### src/atc_pkg.sv
// Constants and carrier types for the accumulating timer and edge counter
package atc_pkg;

  ////////////////////////////////////////////////////////////////////////////
  // Clock and time base
  localparam int unsigned CLK_PERIOD_NS  = 20;
  localparam int unsigned TENTH_STEP_NS  = 100_000_000;
  localparam int unsigned HUNDR_STEP_NS  = 10_000_000;
  localparam int unsigned TENTH_CYCLES   = TENTH_STEP_NS / CLK_PERIOD_NS;
  localparam int unsigned HUNDR_CYCLES   = HUNDR_STEP_NS / CLK_PERIOD_NS;
  localparam int unsigned DIV_W          = 23;

  ////////////////////////////////////////////////////////////////////////////
  // Value widths and limits
  localparam int unsigned TCV_W          = 27;
  localparam int unsigned CCV_W          = 14;
  localparam int unsigned WORD_W         = 16;
  localparam int unsigned ADDR_W         = 11;
  localparam logic [TCV_W-1:0] TMR_MAX_TENTH = 27'h5F5E0FF;
  localparam logic [TCV_W-1:0] TMR_MAX_HUNDR = 27'h098967F;
  localparam logic [CCV_W-1:0] CNT_MAX       = 14'h270F;

  ////////////////////////////////////////////////////////////////////////////
  // Word memory map
  localparam int unsigned TMR_NUM_DEF    = 0;
  localparam int unsigned CNT_NUM_DEF    = 0;
  localparam int unsigned CNT_WORD_BASE  = 1000;
  localparam int unsigned TMR_SLOTS      = 2;

  ////////////////////////////////////////////////////////////////////////////
  // Reset values
  localparam logic [TCV_W-1:0]  TCV_RST    = 27'h0000000;
  localparam logic [CCV_W-1:0]  CCV_RST    = 14'h0000;
  localparam logic [DIV_W-1:0]  DIV_RST    = 23'h000000;
  localparam logic [WORD_W-1:0] WORD_RST   = 16'h0000;

  ////////////////////////////////////////////////////////////////////////////
  // Timer run state, Gray along clear -> run -> hold
  typedef enum logic [1:0] {
    TS_CLEAR = 2'h0,
    TS_RUN   = 2'h1,
    TS_HOLD  = 2'h3
  } atc_tstate_e;

  ////////////////////////////////////////////////////////////////////////////
  // Carriers
  typedef struct packed {
    logic             enable;
    logic             reset;
    logic             fast;
    logic [TCV_W-1:0] preset;
  } atc_tmr_ctl_s;

  typedef struct packed {
    logic             count;
    logic             reset;
    logic [CCV_W-1:0] preset;
  } atc_cnt_ctl_s;

  typedef struct packed {
    logic             flag;
    logic             running;
    logic [TCV_W-1:0] value;
  } atc_tmr_stat_s;

  typedef struct packed {
    logic             flag;
    logic [CCV_W-1:0] value;
  } atc_cnt_stat_s;

endpackage : atc_pkg

### src/atc_top.sv
// Accumulating timer and edge counter with word-memory view of current values
//
// Functional notes
// - Timer status flag is on exactly when timer current value is at or above its preset and timer reset is off.
// - The accumulating timer takes two consecutive timer slots, two words for its value.
// - Timer current value is read at the word address equal to the timer number.
// - Dropping the enable stops the timer and keeps its time; raising it resumes from there.
// - Timer reset clears the status flag and sets the current value to zero.
// - Counter adds one on each off-to-on change of its count input while reset is off and below 9999, never on a steady level.
// - While counter reset is on, counter value stays zero and its flag stays off.
// - Counter keeps counting past the preset up to 9999 and holds there until reset.
// - Counter status flag is on whenever its current value is at or above its preset and counter reset is off.
// - Counter current value is read at word address counter number plus 1000.
// - Standard timer steps in tenths of a second up to 9999999.9 seconds.
// - Fast timer steps in hundredths of a second up to 99999.99 seconds.
// - Timer runs only while enabled, holds while disabled, stays cleared while reset is on.
`timescale 1ns/1ps

module atc_top
#(
  parameter int unsigned TENTH_CYCLES = atc_pkg::TENTH_CYCLES,
  parameter int unsigned HUNDR_CYCLES = atc_pkg::HUNDR_CYCLES,
  parameter int unsigned TMR_NUM      = atc_pkg::TMR_NUM_DEF,
  parameter int unsigned CNT_NUM      = atc_pkg::CNT_NUM_DEF
)
(
  // Clock and reset
  input  wire logic                         clk,
  input  wire logic                         resetn,
  // Timer control from program logic
  input  wire atc_pkg::atc_tmr_ctl_s        tmr_ctl,
  // Counter control from program logic
  input  wire atc_pkg::atc_cnt_ctl_s        cnt_ctl,
  // Word memory read port
  input  wire logic [atc_pkg::ADDR_W-1:0]   word_addr,
  output logic      [atc_pkg::WORD_W-1:0]   word_data,
  output logic                              word_hit,
  // Status
  output atc_pkg::atc_tmr_stat_s            tmr_stat,
  output atc_pkg::atc_cnt_stat_s            cnt_stat
);

  ////////////////////////////////////////////////////////////////////////////
  // State
  typedef struct packed {
    atc_pkg::atc_tstate_e              tstate;
    logic [atc_pkg::DIV_W-1:0]         div;
    logic [atc_pkg::TCV_W-1:0]         tcv;
    logic                              tflag;
    logic [atc_pkg::CCV_W-1:0]         ccv;
    logic                              cprev;
    logic                              cflag;
    logic [atc_pkg::WORD_W-1:0]        rdata;
    logic                              rhit;
  } atc_state_s;

  localparam atc_state_s STATE_RST = '{
    tstate: atc_pkg::TS_CLEAR,
    div:    atc_pkg::DIV_RST,
    tcv:    atc_pkg::TCV_RST,
    tflag:  1'b0,
    ccv:    atc_pkg::CCV_RST,
    cprev:  1'b0,
    cflag:  1'b0,
    rdata:  atc_pkg::WORD_RST,
    rhit:   1'b0
  };

  // Word addresses of the two timer slots and the counter
  localparam logic [atc_pkg::ADDR_W-1:0] TMR_LO_ADDR =
    atc_pkg::ADDR_W'(TMR_NUM);
  localparam logic [atc_pkg::ADDR_W-1:0] TMR_HI_ADDR =
    atc_pkg::ADDR_W'(TMR_NUM + atc_pkg::TMR_SLOTS - 1);
  localparam logic [atc_pkg::ADDR_W-1:0] CNT_ADDR    =
    atc_pkg::ADDR_W'(CNT_NUM + atc_pkg::CNT_WORD_BASE);

  // Last divider count of one step, per speed
  localparam logic [atc_pkg::DIV_W-1:0] TENTH_LAST =
    atc_pkg::DIV_W'(TENTH_CYCLES - 1);
  localparam logic [atc_pkg::DIV_W-1:0] HUNDR_LAST =
    atc_pkg::DIV_W'(HUNDR_CYCLES - 1);

  atc_state_s state_r;
  atc_state_s state_nxt;

  ////////////////////////////////////////////////////////////////////////////
  // Helpers

  // Saturating increment of the timer value
  function automatic logic [atc_pkg::TCV_W-1:0] tmr_inc
  (
    input logic [atc_pkg::TCV_W-1:0] v,
    input logic [atc_pkg::TCV_W-1:0] lim
  );
    logic [atc_pkg::TCV_W-1:0] r;
    r = (v >= lim) ? lim : v + 1'b1;
    return r;
  endfunction : tmr_inc

  // Saturating increment of the counter value
  function automatic logic [atc_pkg::CCV_W-1:0] cnt_inc
  (
    input logic [atc_pkg::CCV_W-1:0] v
  );
    logic [atc_pkg::CCV_W-1:0] r;
    r = (v >= atc_pkg::CNT_MAX) ? atc_pkg::CNT_MAX : v + 1'b1;
    return r;
  endfunction : cnt_inc

  ////////////////////////////////////////////////////////////////////////////
  // Next state
  always_comb
  begin
    logic [atc_pkg::DIV_W-1:0] step_last;
    logic [atc_pkg::TCV_W-1:0] tmr_lim;
    logic                      cnt_edge;
    step_last = tmr_ctl.fast ? HUNDR_LAST : TENTH_LAST;
    tmr_lim   = tmr_ctl.fast ? atc_pkg::TMR_MAX_HUNDR
                             : atc_pkg::TMR_MAX_TENTH;
    cnt_edge  = cnt_ctl.count & ~state_r.cprev;
    state_nxt = state_r;

    // Accumulating timer; reset dominates the enable
    if (tmr_ctl.reset)
    begin
      state_nxt.tcv    = atc_pkg::TCV_RST;
      state_nxt.div    = atc_pkg::DIV_RST;
      state_nxt.tstate = atc_pkg::TS_CLEAR;
    end
    else if (tmr_ctl.enable)
    begin
      state_nxt.tstate = atc_pkg::TS_RUN;
      // Divider keeps its partial step across a hold so no time is lost
      if (state_r.div >= step_last)
      begin
        state_nxt.div = atc_pkg::DIV_RST;
        state_nxt.tcv = tmr_inc(state_r.tcv, tmr_lim);
      end
      else
      begin
        state_nxt.div = state_r.div + 1'b1;
      end
    end
    else
    begin
      // Enable off: value and divider are left untouched
      case (state_r.tstate)
        atc_pkg::TS_CLEAR: state_nxt.tstate = atc_pkg::TS_CLEAR;
        atc_pkg::TS_RUN:   state_nxt.tstate = atc_pkg::TS_HOLD;
        atc_pkg::TS_HOLD:  state_nxt.tstate = atc_pkg::TS_HOLD;
        default:           state_nxt.tstate = atc_pkg::TS_CLEAR;
      endcase
    end
    // Flag follows the value it is registered with
    state_nxt.tflag = ~tmr_ctl.reset
                    & (state_nxt.tcv >= tmr_ctl.preset);

    // Edge counter; the stored sample is always refreshed, even in reset,
    // so an input held high across reset release is not counted
    state_nxt.cprev = cnt_ctl.count;
    if (cnt_ctl.reset)
    begin
      state_nxt.ccv = atc_pkg::CCV_RST;
    end
    else if (cnt_edge)
    begin
      state_nxt.ccv = cnt_inc(state_r.ccv);
    end
    state_nxt.cflag = ~cnt_ctl.reset
                    & (state_nxt.ccv >= cnt_ctl.preset);

    // Word memory view; low word of the timer at its own number, high word
    // in the following slot
    state_nxt.rhit  = 1'b1;
    if (word_addr == TMR_LO_ADDR)
    begin
      state_nxt.rdata = state_r.tcv[atc_pkg::WORD_W-1:0];
    end
    else if (word_addr == TMR_HI_ADDR)
    begin
      state_nxt.rdata = atc_pkg::WORD_W'(state_r.tcv[atc_pkg::TCV_W-1:atc_pkg::WORD_W]);
    end
    else if (word_addr == CNT_ADDR)
    begin
      state_nxt.rdata = atc_pkg::WORD_W'(state_r.ccv);
    end
    else
    begin
      state_nxt.rdata = atc_pkg::WORD_RST;
      state_nxt.rhit  = 1'b0;
    end
  end

  ////////////////////////////////////////////////////////////////////////////
  // Registers
  always_ff @(posedge clk or negedge resetn)
  begin
    if (!resetn)
    begin
      state_r <= STATE_RST;
    end
    else
    begin
      state_r <= state_nxt;
    end
  end

  ////////////////////////////////////////////////////////////////////////////
  // Outputs straight from flip-flops, except running, which is decoded from the registered run state
  assign word_data        = state_r.rdata;
  assign word_hit         = state_r.rhit;
  assign tmr_stat.flag    = state_r.tflag;
  assign tmr_stat.running = (state_r.tstate == atc_pkg::TS_RUN);
  assign tmr_stat.value   = state_r.tcv;
  assign cnt_stat.flag    = state_r.cflag;
  assign cnt_stat.value   = state_r.ccv;

endmodule : atc_top

### config.mk
export PLATFORM = sky130hd
export DESIGN_NAME = atc_top
export DESIGN_NICKNAME = d
export VERILOG_FILES = /design/src/atc_pkg.sv /design/src/atc_top.sv
export SDC_FILE = /design/constraint.sdc
export NUM_CORES = 1
export LEC_CHECK = 0
export BUFFER_PORTS_ARGS = -buffer_cell sky130_fd_sc_hd__buf_2
export CORE_MARGIN = 5
export CORE_UTILIZATION = 57
export CTS_CLUSTER_DIAMETER = 50
export DETAILED_ROUTE_END_ITERATION = 16
export PLACE_DENSITY_LB_ADDON = 0.08
export SYNTH_ARGS = -nofsm -noshare
export SYNTH_HDL_FRONTEND = slang
export SYNTH_SLANG_ARGS = --single-unit
### constraint.sdc
create_clock -name clk -period 5.2 [get_ports clk]
set_clock_uncertainty 0.1 [all_clocks]
set_input_delay 0.52 -clock clk [delete_from_list [all_inputs] [get_ports clk]]
set_output_delay 0.52 -clock clk [all_outputs]
set_load 0.02 [all_outputs]
**After elaboration in Yosys (flattened, before gate mapping)**

Cells that the tools add are included.
Widths: inputs -> output; s select.

- Register bits after elaboration: 86
- Bits of input ports: 59
- Output and inout port bits: 61
- Word-level logic and storage cells: 48

- Add/subtract/negate cells: 3
- Magnitude comparators: 5
- Equal/unequal tests: 4
- Mux-type cells: 18
- Bitwise operators: 6
- Reduce and logical (&&, ||, !) cells: 3

Operators with widths:

| cell | number |
|---|---|
| $mux 27 | 3 |
| $mux 14 | 5 |
| $ge 27x27->1 | 2 |
| $mux 52 | 1 |
| $mux 50 | 1 |
| $mux 23 | 2 |
| $add 27x1->27 const B | 1 |
| $add 23x1->23 const B | 1 |
| $ge 23x23->1 | 1 |
| $mux 16 | 1 |
| $add 14x1->14 const B | 1 |
| $ge 14x14->1 | 1 |
| $ge 14x14->1 const B | 1 |
| $eq 11x1->1 const B | 1 |
| $eq 11x10->1 const B | 1 |
| $logic_not 11->1 | 1 |
| $mux 2 | 2 |
| $and 1x1->1 | 3 |
| $mux 1 | 3 |
| $not 1->1 | 3 |
| $eq 2x1->1 const B | 1 |
| $eq 2x2->1 const B | 1 |
| $reduce_bool 2->1 | 1 |
| $reduce_or 2->1 | 1 |

**Logic depth before layout (Yosys ltp)**

- Depth after elaboration: 8
- Mapped depth: 19
- Mapped depth without buffers: 17

**Least setup slack after synthesis**

Ideal clock, no wire load.

- Kind: input-to-reg
- Start: input port tmr_ctl[27] in the netlist's numbering
- End: register state_r, in the netlist tmr_stat[28]
- Library setup time: 143 ps
- Data arrival time: 3579 ps
- Required time: 4957 ps
- Slack: 1379 ps
- Cell stages on the path: 19
- Buffers on the path: 2
- Cells stage by stage: inv_1 > ha_1 > o21a_1 > o21a_1 > o31a_1 > or3_1 > buf_6 > buf_8 > nand2_1 > o31a_1 > o32ai_1 > ha_1 > a21o_1 > a21o_1 > a21oi_1 > nor2_1 > a211oi_1 > o211a_1 > a221oi_1

RTL lines:

| what | RTL line | text |
|---|---|---|
| start: declaration | atc_top.sv:31 | `input wire atc_pkg::atc_tmr_ctl_s tmr_ctl,` |
| end signal: assignment | atc_top.sv:204 | `state_r <= state_nxt;` |
| end: declaration | atc_top.sv:83 | `atc_state_s state_r;` |

==> results_dict.tcl <==
set metrics [dict create \
    rsz0062_at_grt "false" \
    portBuffers 119 \
    synth_warnings 0 \
    core_area_um2 11400 \
    grt_max_degree 56 \
    grt_overflow_total 0 \
    ios 120 \
    htreeDepth 3 \
    critical_path_arrival_ps 4390 \
    final.period_utilization_pct 82.5 \
    syn_inst 781 \
    synthTopCellsByArea "dfrtp_1, ha_1, buf_4, o21ai_0, a21oi_1" \
    ant_nets 0 \
    route.vias.total 5948 \
    yosys.area.top_type "dfrtp_1" \
    switching_share_pct 24.0 \
    worst-path-max-fanout 14 \
    worst-slew-pin-transition_ps 707 \
    tns_ps 0 \
    clkPwrFrac_pct 46.1 \
    nNetsFinal 961 \
    routed_via_density 6.05 \
    max_freq_mhz 233 \
    clock_sinks 86 \
    nFillCells 1022 \
    critPathKind "flip-flop to flip-flop" \
    cts_setup_buffers 0 \
    vdd_ir_drop_max_v 0.000261 \
    outcome "completed" \
    crit_required_ps 5300 \
    post_cts_resized 0 \
    post-route-min-period_ps 4290 \
    wl_per_cell_um 17.4 \
    grt_pass1_vias 5765 \
    dieHeight_um 117 \
    dr.pass1.iters 5 \
    place_inst 967 \
    hold_path_class "input pin to async pin" \
    tritoncts "done" \
    p_sw_uw 352 \
    drv_slew 0 \
    grt_pass1_wl_mm 28.4 \
    intPower_mw 1.11 \
    ys_types 65 \
    clk_pin_slew_ps 60 \
    die_w_um 117 \
    clock_path_buffers 2 \
    ys.flop_type "dfrtp_1" \
    seqPwrFrac_pct 46.2 \
    syn_to_final_growth_pct 8.82 \
    antenna_found_initial 0 \
    post-route-drc-count 0 \
    hold_viol 0 \
    maxCapViolations 0 \
    numCtsBuffers 9 \
    synth.avg_cell_area_um2 8.41 \
    cellPowerDensity_nw_per_um2 205 \
    cts_root_buf "clkbuf_16" \
    start_util_pct 57.7 \
    synth_edf_count 0 \
    async_reset_ff_share_pct 100 \
    synth_fp_nets 907 \
    place_congestion 0.897 \
    clk_latency_ps 350 \
    synth-seq-area-share_pct 32.8 \
    yosys.area.top_type_share_pct 32.8 \
    die_area_um2 13800 \
    p_leak_nw 3.61 \
    setup_viol 0 \
    rows 39 \
    grt_usage_pct 24.7 \
    synth_area_um2 6570 \
    drt_iter0_markers 480 \
    power_frac_comb_pct 7.7 \
    slew_headroom_pct 52.8 \
    startpoint_type "flip-flop" \
    cts_hold_buf 0 \
    worst_setup_path_end_kind "flip-flop" \
    routed_wl_mm 17.1 \
    antenna_cells 0 \
    ys_ff_latch 86 \
    fin_cells 983 \
    drive_gt1_share_pct 19.2 \
    hpwl_mm 12.8 \
]
cells by family (layout without fill, tap and decap cells):
| logic type | after synthesis | after routing | synth area share [%] |
|---|---|---|---|
| AND/OR/NAND/NOR | 259 | 259 | 20.3 |
| AO/OA/AOI/OAI | 214 | 214 | 20.4 |
| buffers and inverters | 144 | 203 | 12.3 |
| flip-flops | 86 | 86 | 32.8 |
| XOR/XNOR | 11 | 11 | 1.47 |
| adder cells (fa/ha/maj) | 67 | 67 | 12.8 |
stage by stage:
stage | utilization [%] | area (µm²) | setup WS (ps) | hold slack [ps] | power (mW)
2_1_floorplan | - | 6570 | 1380 | 124 | 0.748
3_3_place_gp | 60.1 | 6830 | 774 | 393 | 0.798
3_5_place_dp | 60.1 | 6830 | 693 | 398 | 0.804
4_1_cts | 62.8 | 7140 | 949 | 23.7 | 1.47
5_1_grt | 62.8 | 7140 | 650 | 45.6 | 1.52
6_report | 62.8 | 7140 | 908 | 7.56 | 1.47
path summary, 6_finish.rpt:
check	startpoint	to	slack, ps	depth (start not counted)
setup / recovery	tmr_stat[14]	tmr_stat[28]	910	16
hold reg to reg	state_r[84]	state_r[84]	410	2
hold / removal	resetn	tmr_stat[2]	8	1
setup reg to reg	tmr_stat[14]	tmr_stat[28]	910	16
min in group clk	cnt_ctl[15]	state_r[18]	180	1
max in group asynchronous	resetn	state_r[63]	3920	2
area by class of cell:
cell class / count / area [µm²] / share of cell area, %
clock buffer: 11 / 253 / 3.54
clock inverter: 5 / 57.6 / 0.806
inverter: 57 / 214 / 2.99
multi-input combinational: 551 / 3610 / 50.5
sequential: 86 / 2150 / 30.1
tap: 143 / 179 / 2.50
timing repair buffer: 130 / 681 / 9.53
cells in the mapped netlist, drive strengths merged, types with 3 or more instances:
cell type / count
nand4b: 4
or4: 4
xor2: 6
a21o: 12
o21a: 8
nand4: 25
a21oi: 55
a211oi: 5
nand2b: 8
xnor2: 5
inv: 57
buf: 72
dfrtp: 86
nor2: 66
o211ai: 3
o21ai: 75
o31a: 4
ha: 67
nor3: 17
and3: 11
a221oi: 3
a22oi: 3
o41ai: 3
a22o: 3
o31ai: 16
nor4: 10
nand3: 32
nor2b: 10
nand2: 51
and2: 9
clkbuf: 15
or3: 4
a31oi: 3
a311oi: 4
state kept, by name, indices dropped and copies added (netlist names):
name	count
tmr_stat	28
word_data	16
cnt_stat	15
state_r	26
word_hit	1
power groups by stage:
| stage | Combinational [mW] | Clock (mW) | Sequential (mW) |
|---|---|---|---|
| 4_1_cts | 0.115 | 0.683 | 0.677 |
| 6_report | 0.113 | 0.675 | 0.677 |
| 3_5_place_dp | 0.115 | 0 | 0.689 |
| 3_3_place_gp | 0.109 | 0 | 0.689 |
| 2_1_floorplan | 0.0593 | 0 | 0.688 |
| 5_1_grt | 0.131 | 0.710 | 0.677 |
routing by layer:
layer	GRT usage, %	part of all wire, %	vias up
li1	-	-	2865
met1	34.4	45	2844
met2	38.7	46	209
met3	4.81	6.9	30
met4	8.12	1.6	0
met5	0	0	-
placed cells by master, fill, tap and decap left out, types with 4 or more instances in the layout:
| cell | synthesis | final |
|---|---|---|
| a211oi_1 | 5 | 5 |
| a21o_1 | 12 | 12 |
| a21oi_1 | 55 | 55 |
| a311oi_1 | 4 | 4 |
| and2_1 | 9 | 9 |
| and3_1 | 11 | 11 |
| buf_2 | 7 | 118 |
| buf_4 | 61 | 12 |
| clkbuf_16 | 0 | 9 |
| dfrtp_1 | 86 | 86 |
| ha_1 | 67 | 67 |
| inv_1 | 57 | 57 |
| nand2_1 | 50 | 50 |
| nand2b_1 | 8 | 8 |
| nand3_1 | 31 | 31 |
| nand4_1 | 25 | 25 |
| nand4b_1 | 4 | 4 |
| nor2_1 | 66 | 66 |
| nor2b_1 | 10 | 10 |
| nor3_1 | 16 | 16 |
| nor4_1 | 8 | 8 |
| o21a_1 | 8 | 8 |
| o21ai_0 | 73 | 73 |
| o31a_1 | 4 | 4 |
| o31ai_1 | 16 | 16 |
| or3_1 | 4 | 4 |
| xnor2_1 | 5 | 5 |
| xor2_1 | 6 | 6 |
worst max-delay path, cell delays in order (launching register included):
cell and delay [ps]:
dfrtp_1 520, ha_1 390, o211ai_1 90, a2111oi_0 450, o31a_1 220, or3_1 460
nand2_1 190, o31a_1 140, o32ai_1 180, ha_1 320, a21o_1 180, a21o_1 170
a21oi_1 180, nor2_1 60, a211oi_1 240, o211a_1 180, a221oi_1 70
Note: power is estimated with default switching activity, not from simulation.
